<file path="src/dasc_pkg.sv">
// Purpose: constants and state types for the dual asynchronous serial channel block
// Assumes: APB3 slave with 16-bit byte addresses and 32-bit data, one clock
// Notes:   register offsets, control bit positions and reset values live here; mode and reload field bits are coded in the top module
package dasc_pkg;

   localparam int          DASC_CH  = 2;
   localparam int          DASC_AW  = 16;
   localparam int          DASC_DW  = 32;

   // ------------------------------------------------------------------
   // register map
   // ------------------------------------------------------------------
   localparam logic [15:0] DASC_CTRL_ADDR [DASC_CH] = '{16'hffb0, 16'hffb8};
   localparam logic [15:0] DASC_TX_ADDR   [DASC_CH] = '{16'hff80, 16'hff90};
   localparam logic [15:0] DASC_RX_ADDR   [DASC_CH] = '{16'hff84, 16'hff94};
   localparam logic [15:0] DASC_BAUD_ADDR [DASC_CH] = '{16'hff88, 16'hff98};

   // ------------------------------------------------------------------
   // control register fields, baud register sync bit and transmit buffer clear value
   // ------------------------------------------------------------------
   localparam int          DASC_B_RUN  = 15;
   localparam int          DASC_B_LB   = 14;
   localparam int          DASC_B_BRS  = 13;
   localparam int          DASC_B_OE   = 10;
   localparam int          DASC_B_FE   = 9;
   localparam int          DASC_B_PE   = 8;
   localparam int          DASC_B_OEN  = 7;
   localparam int          DASC_B_FEN  = 6;
   localparam int          DASC_B_PEN  = 5;
   localparam int          DASC_B_REN  = 4;
   localparam int          DASC_B_STP  = 3;
   localparam logic [15:0] DASC_CTRL_MASK  = 16'he7ff;
   localparam logic [15:0] DASC_CTRL_RESET = 16'h0000;
   localparam int          DASC_B_SYNC = 15;
   localparam logic [15:0] DASC_TXBUF_CLEAR = 16'h0000;

   // ------------------------------------------------------------------
   // frame modes and timing
   // ------------------------------------------------------------------
   localparam logic [2:0]  DASC_M_8A = 3'h0;
   localparam logic [2:0]  DASC_M_8  = 3'h1;
   localparam logic [2:0]  DASC_M_7P = 3'h3;
   localparam logic [2:0]  DASC_M_9  = 3'h4;
   localparam logic [2:0]  DASC_M_8W = 3'h5;
   localparam logic [2:0]  DASC_M_8P = 3'h7;
   localparam logic [1:0]  DASC_PRE_NORM = 2'h1;
   localparam logic [1:0]  DASC_PRE_BRS  = 2'h2;
   localparam logic [3:0]  DASC_SMP_A = 4'h7;
   localparam logic [3:0]  DASC_SMP_B = 4'h8;
   localparam logic [3:0]  DASC_SMP_C = 4'h9;
   localparam logic [3:0]  DASC_SYNC_BITS = 4'h8;

   typedef struct packed {
      logic [15:0] ctrl;
      logic [12:0] reload;
      logic        sync_on;
      logic [12:0] bg_cnt;
      logic [1:0]  pre;
      logic [3:0]  div16;
      logic [15:0] txbuf;
      logic        tx_pend;
      logic        tx_busy;
      logic [11:0] tx_sh;
      logic [3:0]  tx_cnt;
      logic        tx_line;
      logic        rx_s1;
      logic        rx_s2;
      logic        rx_prev;
      logic        rx_busy;
      logic [3:0]  rx_sub;
      logic [3:0]  rx_idx;
      logic [1:0]  rx_smp;
      logic [8:0]  rx_sh;
      logic        rx_ferr;
      logic [15:0] rxbuf;
      logic        rx_full;
      logic        sclk;
      logic        sph;
      logic        rir;
      logic        tir;
      logic        eir;
   } dasc_ch_s;

   typedef struct packed {
      dasc_ch_s [DASC_CH-1:0] ch;
      logic [DASC_DW-1:0]     prdata;
      logic                   pslverr;
   } dasc_state_s;

   localparam dasc_ch_s DASC_CH_RESET = '{ctrl: DASC_CTRL_RESET, txbuf: DASC_TXBUF_CLEAR,
                                         tx_line: 1'b1, rx_s1: 1'b1, rx_s2: 1'b1,
                                         rx_prev: 1'b1, sclk: 1'b1, default: '0};

endpackage

</file>
<file path="src/dasc_top.sv">
// Purpose: two identical asynchronous serial channels with an APB register slave
// Assumes: rx pins are asynchronous to clk; software never programs a reserved mode
// Notes:   per channel: control, transmit, receive and baud reload registers
//
// Summary of operation
// run bit off stops all serial traffic
// mode field picks data width and extras
// software avoids reserved mode codes x10
// every transmit buffer write with run set starts sending
// only mode width of buffer sent
// transmit buffer cleared after frame ends
// loop-back feeds transmit line into receiver
// rate select scales baud by two thirds
// error flags set by hardware, software clears
// three enables gate the three error checks
// synchronous receive clears receiver enable bit
// stop select gives one or two stops
// receive buffer read-only, unused bits zero
// double buffering with overrun flag and overwrite
// transmitter and receiver share mode and rate
// own 13-bit baud timer with reload
// separate receive, transmit, error requests
// synchronous half duplex with own shift clock
// write needs run; start on divider overflow
// majority of samples seven, eight, nine
// start, data lsb first, stops, parity top
// writes next edge; hardware set beats clear
//
// The APB interface to the registers was left to the implementer.
`timescale 1ns/1ns
`default_nettype none

module dasc_top (
   input  wire logic                         clk,      // system clock, 100 MHz
   input  wire logic                         rst_n,    // synchronous reset, active low
   input  wire logic                         psel,     // apb select
   input  wire logic                         penable,  // apb access phase
   input  wire logic                         pwrite,   // apb write
   input  wire logic [dasc_pkg::DASC_AW-1:0] paddr,    // apb byte address
   input  wire logic [dasc_pkg::DASC_DW-1:0] pwdata,   // apb write data
   output logic      [dasc_pkg::DASC_DW-1:0] prdata,   // apb read data
   output logic                              pready,   // apb ready
   output logic                              pslverr,  // apb error on unmapped address
   input  wire logic [dasc_pkg::DASC_CH-1:0] rx_pin,   // serial receive lines
   output logic      [dasc_pkg::DASC_CH-1:0] tx_pin,   // serial transmit lines
   output logic      [dasc_pkg::DASC_CH-1:0] sclk_pin, // synchronous shift clock
   output logic      [dasc_pkg::DASC_CH-1:0] rx_irq,   // receive request pulse
   output logic      [dasc_pkg::DASC_CH-1:0] tx_irq,   // transmit request pulse
   output logic      [dasc_pkg::DASC_CH-1:0] error_irq_request // error request pulse
);
   import dasc_pkg::*;

   // ------------------------------------------------------------------
   // frame helpers
   // ------------------------------------------------------------------
   function automatic logic [3:0] data_bits(input logic [2:0] m);
      data_bits = (m == DASC_M_9 || m == DASC_M_8W || m == DASC_M_8P) ? 4'h9 : 4'h8;
   endfunction

   function automatic logic has_parity(input logic [2:0] m);
      has_parity = (m == DASC_M_7P || m == DASC_M_8P);
   endfunction

   // even parity in the top bit of the data frame
   function automatic logic [8:0] tx_frame(input logic [2:0] m, input logic [15:0] b);
      tx_frame = 9'h000;
      unique case (m)
         DASC_M_7P: tx_frame = {1'b0, ^b[6:0], b[6:0]};
         DASC_M_8P: tx_frame = {^b[7:0], b[7:0]};
         DASC_M_9,
         DASC_M_8W: tx_frame = b[8:0];
         default:   tx_frame = {1'b0, b[7:0]};
      endcase
   endfunction

   function automatic logic is_addr(input logic [15:0] a, input logic [15:0] ref_addr);
      is_addr = (a == ref_addr);
   endfunction

   // ------------------------------------------------------------------
   // state
   // ------------------------------------------------------------------
   dasc_state_s state_reg;
   dasc_state_s state_next;

   always_comb begin
      dasc_ch_s    c;
      logic        tick;
      logic        ovf;
      logic        setup;
      logic        wr;
      logic        rd;
      logic        hit;
      logic        rxin;
      logic        bitv;
      logic [3:0]  n;
      logic [3:0]  stops;
      logic [8:0]  d;
      logic        perr;
      logic [1:0]  pre_top;
      c          = DASC_CH_RESET;
      tick       = 1'b0;
      ovf        = 1'b0;
      rxin       = 1'b1;
      bitv       = 1'b0;
      n          = 4'h8;
      stops      = 4'h1;
      d          = 9'h000;
      perr       = 1'b0;
      pre_top    = DASC_PRE_NORM;
      hit        = 1'b0;
      state_next = state_reg;
      setup      = psel && !penable;
      wr         = psel && penable && pwrite;
      rd         = psel && penable && !pwrite;
      if (setup) begin
         state_next.prdata  = '0;
         state_next.pslverr = 1'b0;
      end

      for (int i = 0; i < DASC_CH; i++) begin
         c = state_reg.ch[i];
         // per-channel strobes, else one channel's tick leaks into the next
         tick  = 1'b0;
         ovf   = 1'b0;
         bitv  = 1'b0;
         d     = 9'h000;
         perr  = 1'b0;
         c.rir = 1'b0;
         c.tir = 1'b0;
         c.eir = 1'b0;
         // ---------------------------------------------------------------
         // register access
         // ---------------------------------------------------------------
         if (setup) begin
            if (is_addr(paddr, DASC_CTRL_ADDR[i])) begin
               state_next.prdata = {16'h0000, c.ctrl & DASC_CTRL_MASK};
               hit = 1'b1;
            end
            if (is_addr(paddr, DASC_RX_ADDR[i])) begin
               state_next.prdata = {16'h0000, c.rxbuf};
               hit = 1'b1;
            end
            if (is_addr(paddr, DASC_BAUD_ADDR[i])) begin
               state_next.prdata = {16'h0000, c.sync_on, 2'b00, c.reload};
               hit = 1'b1;
            end
            if (is_addr(paddr, DASC_TX_ADDR[i])) begin
               hit = 1'b1;                                                    // write-only, reads zero
            end
         end
         if (wr && is_addr(paddr, DASC_CTRL_ADDR[i])) begin
            c.ctrl = pwdata[15:0] & DASC_CTRL_MASK;
         end
         if (wr && is_addr(paddr, DASC_BAUD_ADDR[i])) begin
            c.reload  = pwdata[12:0];
            c.sync_on = pwdata[DASC_B_SYNC];
         end
         if (rd && is_addr(paddr, DASC_RX_ADDR[i])) begin
            c.rx_full = 1'b0;
         end
         if (wr && is_addr(paddr, DASC_TX_ADDR[i])) begin
            c.txbuf = pwdata[15:0];
            if (c.ctrl[DASC_B_RUN]) begin
               c.tx_pend = 1'b1;
               if (c.tx_busy) begin
                  c.tx_busy = 1'b0;                                           // abort, line back high
                  c.tx_line = 1'b1;
               end
            end
         end

         // ---------------------------------------------------------------
         // baud generator
         // ---------------------------------------------------------------
         pre_top = c.ctrl[DASC_B_BRS] ? DASC_PRE_BRS : DASC_PRE_NORM;
         n       = data_bits(c.ctrl[2:0]);
         stops   = c.ctrl[DASC_B_STP] ? 4'h2 : 4'h1;
         c.rx_s1 = rx_pin[i];
         c.rx_s2 = state_reg.ch[i].rx_s1;
         rxin    = c.ctrl[DASC_B_LB] ? state_reg.ch[i].tx_line : state_reg.ch[i].rx_s2;
         c.rx_prev = rxin;
         if (!c.ctrl[DASC_B_RUN]) begin
            // everything serial stops while the generator is halted
            c.pre     = 2'h0;
            c.bg_cnt  = c.reload;
            c.div16   = 4'h0;
            c.tx_pend = 1'b0;
            c.tx_busy = 1'b0;
            c.tx_line = 1'b1;
            c.rx_busy = 1'b0;
            c.sclk    = 1'b1;
            c.sph     = 1'b0;
         end else begin
            if (c.pre >= pre_top) begin
               c.pre = 2'h0;
               if (c.bg_cnt == 13'h0000) begin
                  c.bg_cnt = c.reload;
                  tick     = 1'b1;
               end else begin
                  c.bg_cnt = c.bg_cnt - 13'h0001;
               end
            end else begin
               c.pre = c.pre + 2'h1;
            end
            if (tick) begin
               ovf     = (c.div16 == 4'hf);
               c.div16 = c.div16 + 4'h1;
            end
         end

         if (c.ctrl[DASC_B_RUN] && c.sync_on) begin
            // ------------------------------------------------------------
            // synchronous mode: half duplex, two ticks per shift clock
            // ------------------------------------------------------------
            if (tick && !c.tx_busy && !c.rx_busy) begin
               if (c.tx_pend) begin
                  c.tx_pend = 1'b0;
                  c.tx_busy = 1'b1;
                  c.tx_sh   = {4'hf, c.txbuf[7:0]};
                  c.tx_cnt  = DASC_SYNC_BITS;
                  c.sph     = 1'b0;
               end else if (c.ctrl[DASC_B_REN]) begin
                  c.rx_busy = 1'b1;
                  c.rx_idx  = DASC_SYNC_BITS;
                  c.sph     = 1'b0;
               end
            end else if (tick) begin
               if (!c.sph) begin
                  c.sclk = 1'b0;
                  c.sph  = 1'b1;
                  if (c.tx_busy) begin
                     c.tx_line = c.tx_sh[0];
                     c.tx_sh   = {1'b1, c.tx_sh[11:1]};
                  end
               end else begin
                  c.sclk = 1'b1;
                  c.sph  = 1'b0;
                  if (c.tx_busy) begin
                     c.tx_cnt = c.tx_cnt - 4'h1;
                     if (c.tx_cnt == 4'h0) begin
                        c.tx_busy = 1'b0;
                        c.tx_line = 1'b1;
                        c.txbuf   = DASC_TXBUF_CLEAR;
                        c.tir     = 1'b1;
                     end
                  end else begin
                     c.rx_sh  = {rxin, c.rx_sh[8:1]};
                     c.rx_idx = c.rx_idx - 4'h1;
                     if (c.rx_idx == 4'h0) begin
                        c.rx_busy = 1'b0;
                        if (c.rx_full && c.ctrl[DASC_B_OEN]) begin
                           c.ctrl[DASC_B_OE] = 1'b1;
                           c.eir = 1'b1;
                        end
                        c.rxbuf   = {8'h00, c.rx_sh[8:1]};
                        c.rx_full = 1'b1;
                        c.rir     = 1'b1;
                        c.ctrl[DASC_B_REN] = 1'b0;
                     end
                  end
               end
            end
         end else if (c.ctrl[DASC_B_RUN]) begin
            // ------------------------------------------------------------
            // asynchronous transmitter, one bit per sixteen ticks
            // ------------------------------------------------------------
            c.sclk = 1'b1;
            if (ovf && c.tx_busy) begin
               if (c.tx_cnt == 4'h0) begin
                  c.tx_busy = 1'b0;
                  c.tx_line = 1'b1;
                  c.txbuf   = DASC_TXBUF_CLEAR;
               end else begin
                  c.tx_line = c.tx_sh[0];
                  c.tx_sh   = {1'b1, c.tx_sh[11:1]};
                  c.tx_cnt  = c.tx_cnt - 4'h1;
                  c.tir     = (c.tx_cnt == 4'h0);
               end
            end
            if (ovf && c.tx_pend && !c.tx_busy) begin
               c.tx_pend = 1'b0;
               c.tx_busy = 1'b1;
               c.tx_line = 1'b0;
               d         = tx_frame(c.ctrl[2:0], c.txbuf);
               c.tx_sh   = (n == 4'h9) ? {3'b111, d} : {4'hf, d[7:0]};
               c.tx_cnt  = n + stops;
            end

            // ------------------------------------------------------------
            // asynchronous receiver, sixteen ticks per bit, three of them sampled
            // ------------------------------------------------------------
            if (!c.rx_busy) begin
               if (c.ctrl[DASC_B_REN] && state_reg.ch[i].rx_prev && !rxin) begin
                  c.rx_busy = 1'b1;
                  c.rx_sub  = 4'h0;
                  c.rx_idx  = 4'h0;
                  c.rx_ferr = 1'b0;
               end
            end else if (tick) begin
               c.rx_sub = c.rx_sub + 4'h1;
               if (c.rx_sub == DASC_SMP_A) begin
                  c.rx_smp[0] = rxin;
               end
               if (c.rx_sub == DASC_SMP_B) begin
                  c.rx_smp[1] = rxin;
               end
               if (c.rx_sub == DASC_SMP_C) begin
                  bitv = (c.rx_smp[0] & c.rx_smp[1]) | (c.rx_smp[0] & rxin)
                       | (c.rx_smp[1] & rxin);
                  if (c.rx_idx == 4'h0) begin
                     c.rx_busy = !bitv;                                       // false start resets
                  end else if (c.rx_idx <= n) begin
                     c.rx_sh = {bitv, c.rx_sh[8:1]};
                  end else if (!bitv) begin
                     c.rx_ferr = 1'b1;
                  end
                  if (c.rx_busy && c.rx_idx == n + stops) begin
                     c.rx_busy = 1'b0;
                     d    = (n == 4'h9) ? c.rx_sh : {1'b0, c.rx_sh[8:1]};
                     perr = (c.ctrl[2:0] == DASC_M_7P) ? ^d[7:0] : ^d;
                     if (c.ctrl[2:0] != DASC_M_8W || d[8]) begin
                        if (c.rx_full && c.ctrl[DASC_B_OEN]) begin
                           c.ctrl[DASC_B_OE] = 1'b1;
                           c.eir = 1'b1;
                        end
                        if (c.rx_ferr && c.ctrl[DASC_B_FEN]) begin
                           c.ctrl[DASC_B_FE] = 1'b1;
                           c.eir = 1'b1;
                        end
                        if (has_parity(c.ctrl[2:0]) && perr && c.ctrl[DASC_B_PEN]) begin
                           c.ctrl[DASC_B_PE] = 1'b1;
                           c.eir = 1'b1;
                        end
                        c.rxbuf   = (n == 4'h9) ? {7'h00, d} : {8'h00, d[7:0]};
                        c.rx_full = 1'b1;
                        c.rir     = 1'b1;
                     end
                  end
                  c.rx_idx = c.rx_idx + 4'h1;
               end
            end
         end
         state_next.ch[i] = c;
      end

      if (setup && !hit) begin
         state_next.pslverr = 1'b1;
      end
   end

   always_ff @(posedge clk) begin
      if (!rst_n) begin
         state_reg.ch      <= {DASC_CH{DASC_CH_RESET}};
         state_reg.prdata  <= '0;
         state_reg.pslverr <= 1'b0;
      end else begin
         state_reg <= state_next;
      end
   end

   // ------------------------------------------------------------------
   // outputs
   // ------------------------------------------------------------------
   assign prdata  = state_reg.prdata;
   assign pslverr = state_reg.pslverr && psel && penable;
   assign pready  = 1'b1;

   always_comb begin
      for (int i = 0; i < DASC_CH; i++) begin
         tx_pin[i]            = state_reg.ch[i].tx_line;
         sclk_pin[i]          = state_reg.ch[i].sclk;
         rx_irq[i]            = state_reg.ch[i].rir;
         tx_irq[i]            = state_reg.ch[i].tir;
         error_irq_request[i] = state_reg.ch[i].eir;
      end
   end

endmodule // dasc_top

`default_nettype wire

</file>
<file path="config.mk">
export PLATFORM = sky130hd
export DESIGN_NAME = dasc_top
export DESIGN_NICKNAME = d
export VERILOG_FILES = /design/src/dasc_pkg.sv /design/src/dasc_top.sv
export SDC_FILE = /design/constraint.sdc
export NUM_CORES = 1
export LEC_CHECK = 0
export BUFFER_PORTS_ARGS = -buffer_cell sky130_fd_sc_hd__buf_2
export CORE_MARGIN = 1
export CORE_UTILIZATION = 45
export DETAILED_ROUTE_END_ITERATION = 8
export GPL_TIMING_DRIVEN = 0
export PLACE_DENSITY = 0.63
export SLEW_MARGIN = 20
export SYNTH_ARGS = -nofsm -noshare
export SYNTH_HDL_FRONTEND = slang
export SYNTH_SLANG_ARGS = --single-unit
</file>
<file path="constraint.sdc">
create_clock -name clk -period 9.4 [get_ports clk]
set_input_delay 2.35 -clock clk [delete_from_list [all_inputs] [get_ports clk]]
set_output_delay 2.35 -clock clk [all_outputs]
set_load 0.05 [all_outputs]
</file>
==> impl_metrics.py <==
metrics = {
    "synth": {
        "ys_async_sr_fraction_pct": 0,
        "yosys_most_used_dff": "dfxtp_1",
        "yosysWarnings": 0,
        "syn-instance-count": 1820,
        "syn_area_per_cell_um2": 8.193,
        "synth_edf_count": 0,
        "syn-num-nets": 1908,
        "synth_top_family_by_area": "simple AND/OR/NAND/NOR gates",
        "ys_ff_latch": 261,
        "synth_mux_area_share_pct": 7.670,
        "ys_types": 112,
        "synth-compound-area-share_pct": 22.05,
        "seq_area_frac_synth_pct": 35.04,
        "synth_adder_area_share_pct": 2.769,
        "netlist_area_um2": 14910,
        "synth-xor-area-share_pct": 3.550,
        "synthSimpleGateAreaFrac_pct": 22.30,
    },
    "clock_network": {
        "htreeDepth": 1,
        "cts_tree": "done",
        "cts_resized": 0,
        "clkTransAtPathRegs_ns": 0.06,
        "post_cts_buffers": 0,
        "holdBufCountCts": 0,
        "clk_latency_ns": 0.57,
        "cts_num_sinks": 261,
        "cts_buffers": 29,
        "cts_root_buffer": "clkbuf_16",
        "clockBufferDepth": 3,
    },
    "cells_and_area": {
        "area_growth_pct": 12.66,
        "layout_commonest_cell": "dfxtp_1",
        "fillers": 3225,
        "fin_nets": 2017,
        "layout_common_cells": "dfxtp_1 (261), nor2_1 (243), nand2_1 (165)",
        "multi_input_area_um2": 8703,
        "drive_gt1_share_pct": 13.93,
        "seqCellArea_um2": 5225,
        "num_antenna_cells": 0,
        "largest_reg_flops": 217,
    },
    "drt": {
        "first_pass_iters": 6,
        "drt-total-wl_um": 49280,
        "wl_per_cell_um": 20.58,
        "avgViaCountPerCell": 5.948,
        "ant_nets": 0,
        "drc_errors": 0,
        "first_iter_violations": 1539,
        "via_count": 14240,
    },
    "critical_path": {
        "path_buf_inv": 3,
        "cp.required_ns": 9.86,
        "max_stage_delay_ns": 0.88,
        "crit_arrival_ns": 7.37,
        "path_cells": "buf_2, nand2b_2, nor2_2, and3_1, buf_4, buf_2, mux2i_1, ha_1, nand2b_1, a21oi_1, nor4_1, nand2_1, nor3_1, a21oi_1, a21boi_1, nor2_1, o221a_2",
        "cp_top_family": "simple AND/OR/NAND/NOR gates",
        "worst-setup-path-type": "primary input to flop",
        "critPathMaxFanout": 10,
        "ff2ff_setup_slack_ns": 5.05,
        "critPathSlowestCell": "nor4_1",
        "start_kind": "primary input",
        "end_kind": "flop",
    },
    "timing": {
        "min_period_ns": 6.911,
        "hold_viol": 0,
        "setup_viol": 0,
        "tightest_slew_ns": 1.141,
        "slew_violations": 0,
        "fin_ws_ns": 2.489,
        "fin_setup_tns_ns": 0,
        "fin_worst_skew_ns": 0.02065,
        "rsz0062_at_grt": "false",
        "max_freq_ghz": 0.1447,
        "fin_crit_sh_pct": 73.52,
        "relSlewSlack_pct": 23.93,
    },
    "hold_path": {
        "hold_path.class": "flop to flop",
    },
    "power_and_ir_drop": {
        "switching_share_pct": 23.71,
        "p_int_mw": 1.789,
        "pwr-share-seq_pct": 47.6,
        "p_switching_mw": 0.5558,
        "comb_power_share_pct": 4.4,
        "power_density_nw_per_um2": 139.6,
        "power_frac_clock_pct": 48.0,
        "p_leak_nw": 6.352,
        "irDropWorstVdd_v": 0.0001250,
    },
    "die": {
        "coreArea_um2": 32540,
        "io_pins": 99,
        "rows": 66,
        "start_util_pct": 45.83,
        "fp.dieArea_um2": 33870,
        "fp.dieW_um": 184.0,
        "chipHeight_um": 184.0,
    },
    "grt": {
        "grt_first_pass_wirelength_um": 75410,
        "met1_usage_pct": 39.24,
        "antenna_found_initial": 0,
        "grt_max_degree": 15,
        "grt_busiest_layer": "met2",
        "grt_pass1_vias": 13030,
        "grt_use_met3_pct": 3.506,
        "met2_usage_pct": 46.73,
        "grt_overflow": 0,
        "track_usage_pct": 28.73,
    },
    "run": {
        "maxCapViolCount": 0,
    },
    "placement": {
        "io_buffers": 78,
        "dp_hpwl_um": 36820,
        "pre_cts_ws_ns": 2.079,
        "gp_congestion": 0.9510,
    },
    "run_status": {
        "status": "complete, no violations",
    },
}
==> final timing paths <==
check                  startpoint                   end  depth (start not counted)
setup / recovery         paddr[6]        state_reg[199]                         17
hold / removal    state_next[207]        state_reg[207]                          1
setup reg to reg   state_reg[147]  error_irq_request[0]                         15
hold reg to reg   state_next[207]        state_reg[207]                          1
==> synth_stat cells (7+ instances only) <==
cell type | n | area [um2]
a211oi_1 | 27 | 202.7
a21oi_1 | 99 | 495.5
a221oi_1 | 12 | 105.1
a222oi_1 | 9 | 90.09
a22o_1 | 11 | 96.34
a22oi_1 | 42 | 315.3
a31oi_1 | 24 | 150.1
and2_1 | 10 | 62.56
and3_1 | 36 | 225.2
buf_1 | 8 | 30.03
buf_2 | 18 | 90.09
buf_4 | 48 | 360.4
clkbuf_1 | 77 | 289.0
dfxtp_1 | 261 | 5225
ha_1 | 33 | 412.9
inv_1 | 42 | 157.7
mux2_2 | 15 | 168.9
mux2i_1 | 94 | 940.9
nand2_1 | 165 | 619.3
nand2b_1 | 17 | 106.4
nand3_1 | 47 | 235.2
nand3b_1 | 12 | 90.09
nand4_1 | 11 | 68.82
nor2_1 | 243 | 912.1
nor2b_1 | 19 | 118.9
nor3_1 | 46 | 230.2
nor4_1 | 10 | 62.56
o211a_1 | 9 | 90.09
o21ai_0 | 94 | 470.5
o21ai_1 | 10 | 50.05
o221ai_1 | 11 | 96.34
o22ai_1 | 13 | 81.33
o31ai_1 | 7 | 52.55
or3_1 | 14 | 87.58
or4_1 | 8 | 60.06
xnor2_1 | 36 | 315.3
xor2_1 | 20 | 175.2
==> per-stage QoR <==
stage                     total power [mW]  util [%]  area (um2)  hold slack [ns]  std cells
final                                2.344     51.63       16800           0.4104       2394
after floorplan                      1.193         -       14910           0.3863       1820
after global routing                 2.410     51.63       16800           0.4324       2394
after global placement               1.241     48.73       15850           0.3953       2340
after detailed placement             1.241     48.73       15850           0.3924       2340
after CTS                            2.357     51.63       16800           0.4118       2394
==> metal layers <==
metal	share of wire, %	vias to the layer above	wire length, um
li1	-	6759	-
met1	44	6827	21720
met2	46	549	22620
met3	6.5	104	3215
met4	3.5	0	1725
met5	0	-	0
==> cells by family after synthesis <==
group,Yosys count
AO/OA/AOI/OAI,470
XOR/XNOR,58
adder cells (fa/ha/maj),33
buffers and inverters,199
flip-flops,261
multiplexers,111
other,1
AND/OR/NAND/NOR,687
==> area by class of cell <==
| cell class | count | area share [%] |
|---|---|---|
| clock inverter | 9 | 0.2905 |
| timing repair buffer | 78 | 2.324 |
| inverter | 44 | 0.9981 |
| buffer | 155 | 4.849 |
| clock buffer | 45 | 5.333 |
| multi-input combinational | 1360 | 51.81 |
| sequential | 261 | 31.10 |
| tap | 442 | 3.292 |
==> worst reg2reg max path: cells and delay by family, from the launching register on <==
kind,cells,cell delay [ns]
flops,1,0.37
buf+inv,1,0.07
simple gates,3,0.83
xor+xnor,1,0.12
fa+ha+maj,1,0.38
compound gates,9,2.50
==> power by group through the flow <==
stage          logic (mW)  clock network (mW)  registers [mW]
6_report            0.104                1.13            1.11
5_1_grt             0.108                1.19            1.11
3_5_place_dp        0.102                   0            1.14
4_1_cts             0.102                1.14            1.11
2_1_floorplan      0.0564                   0            1.14
3_3_place_gp        0.101                   0            1.14
(Power assumes the default switching activity.)
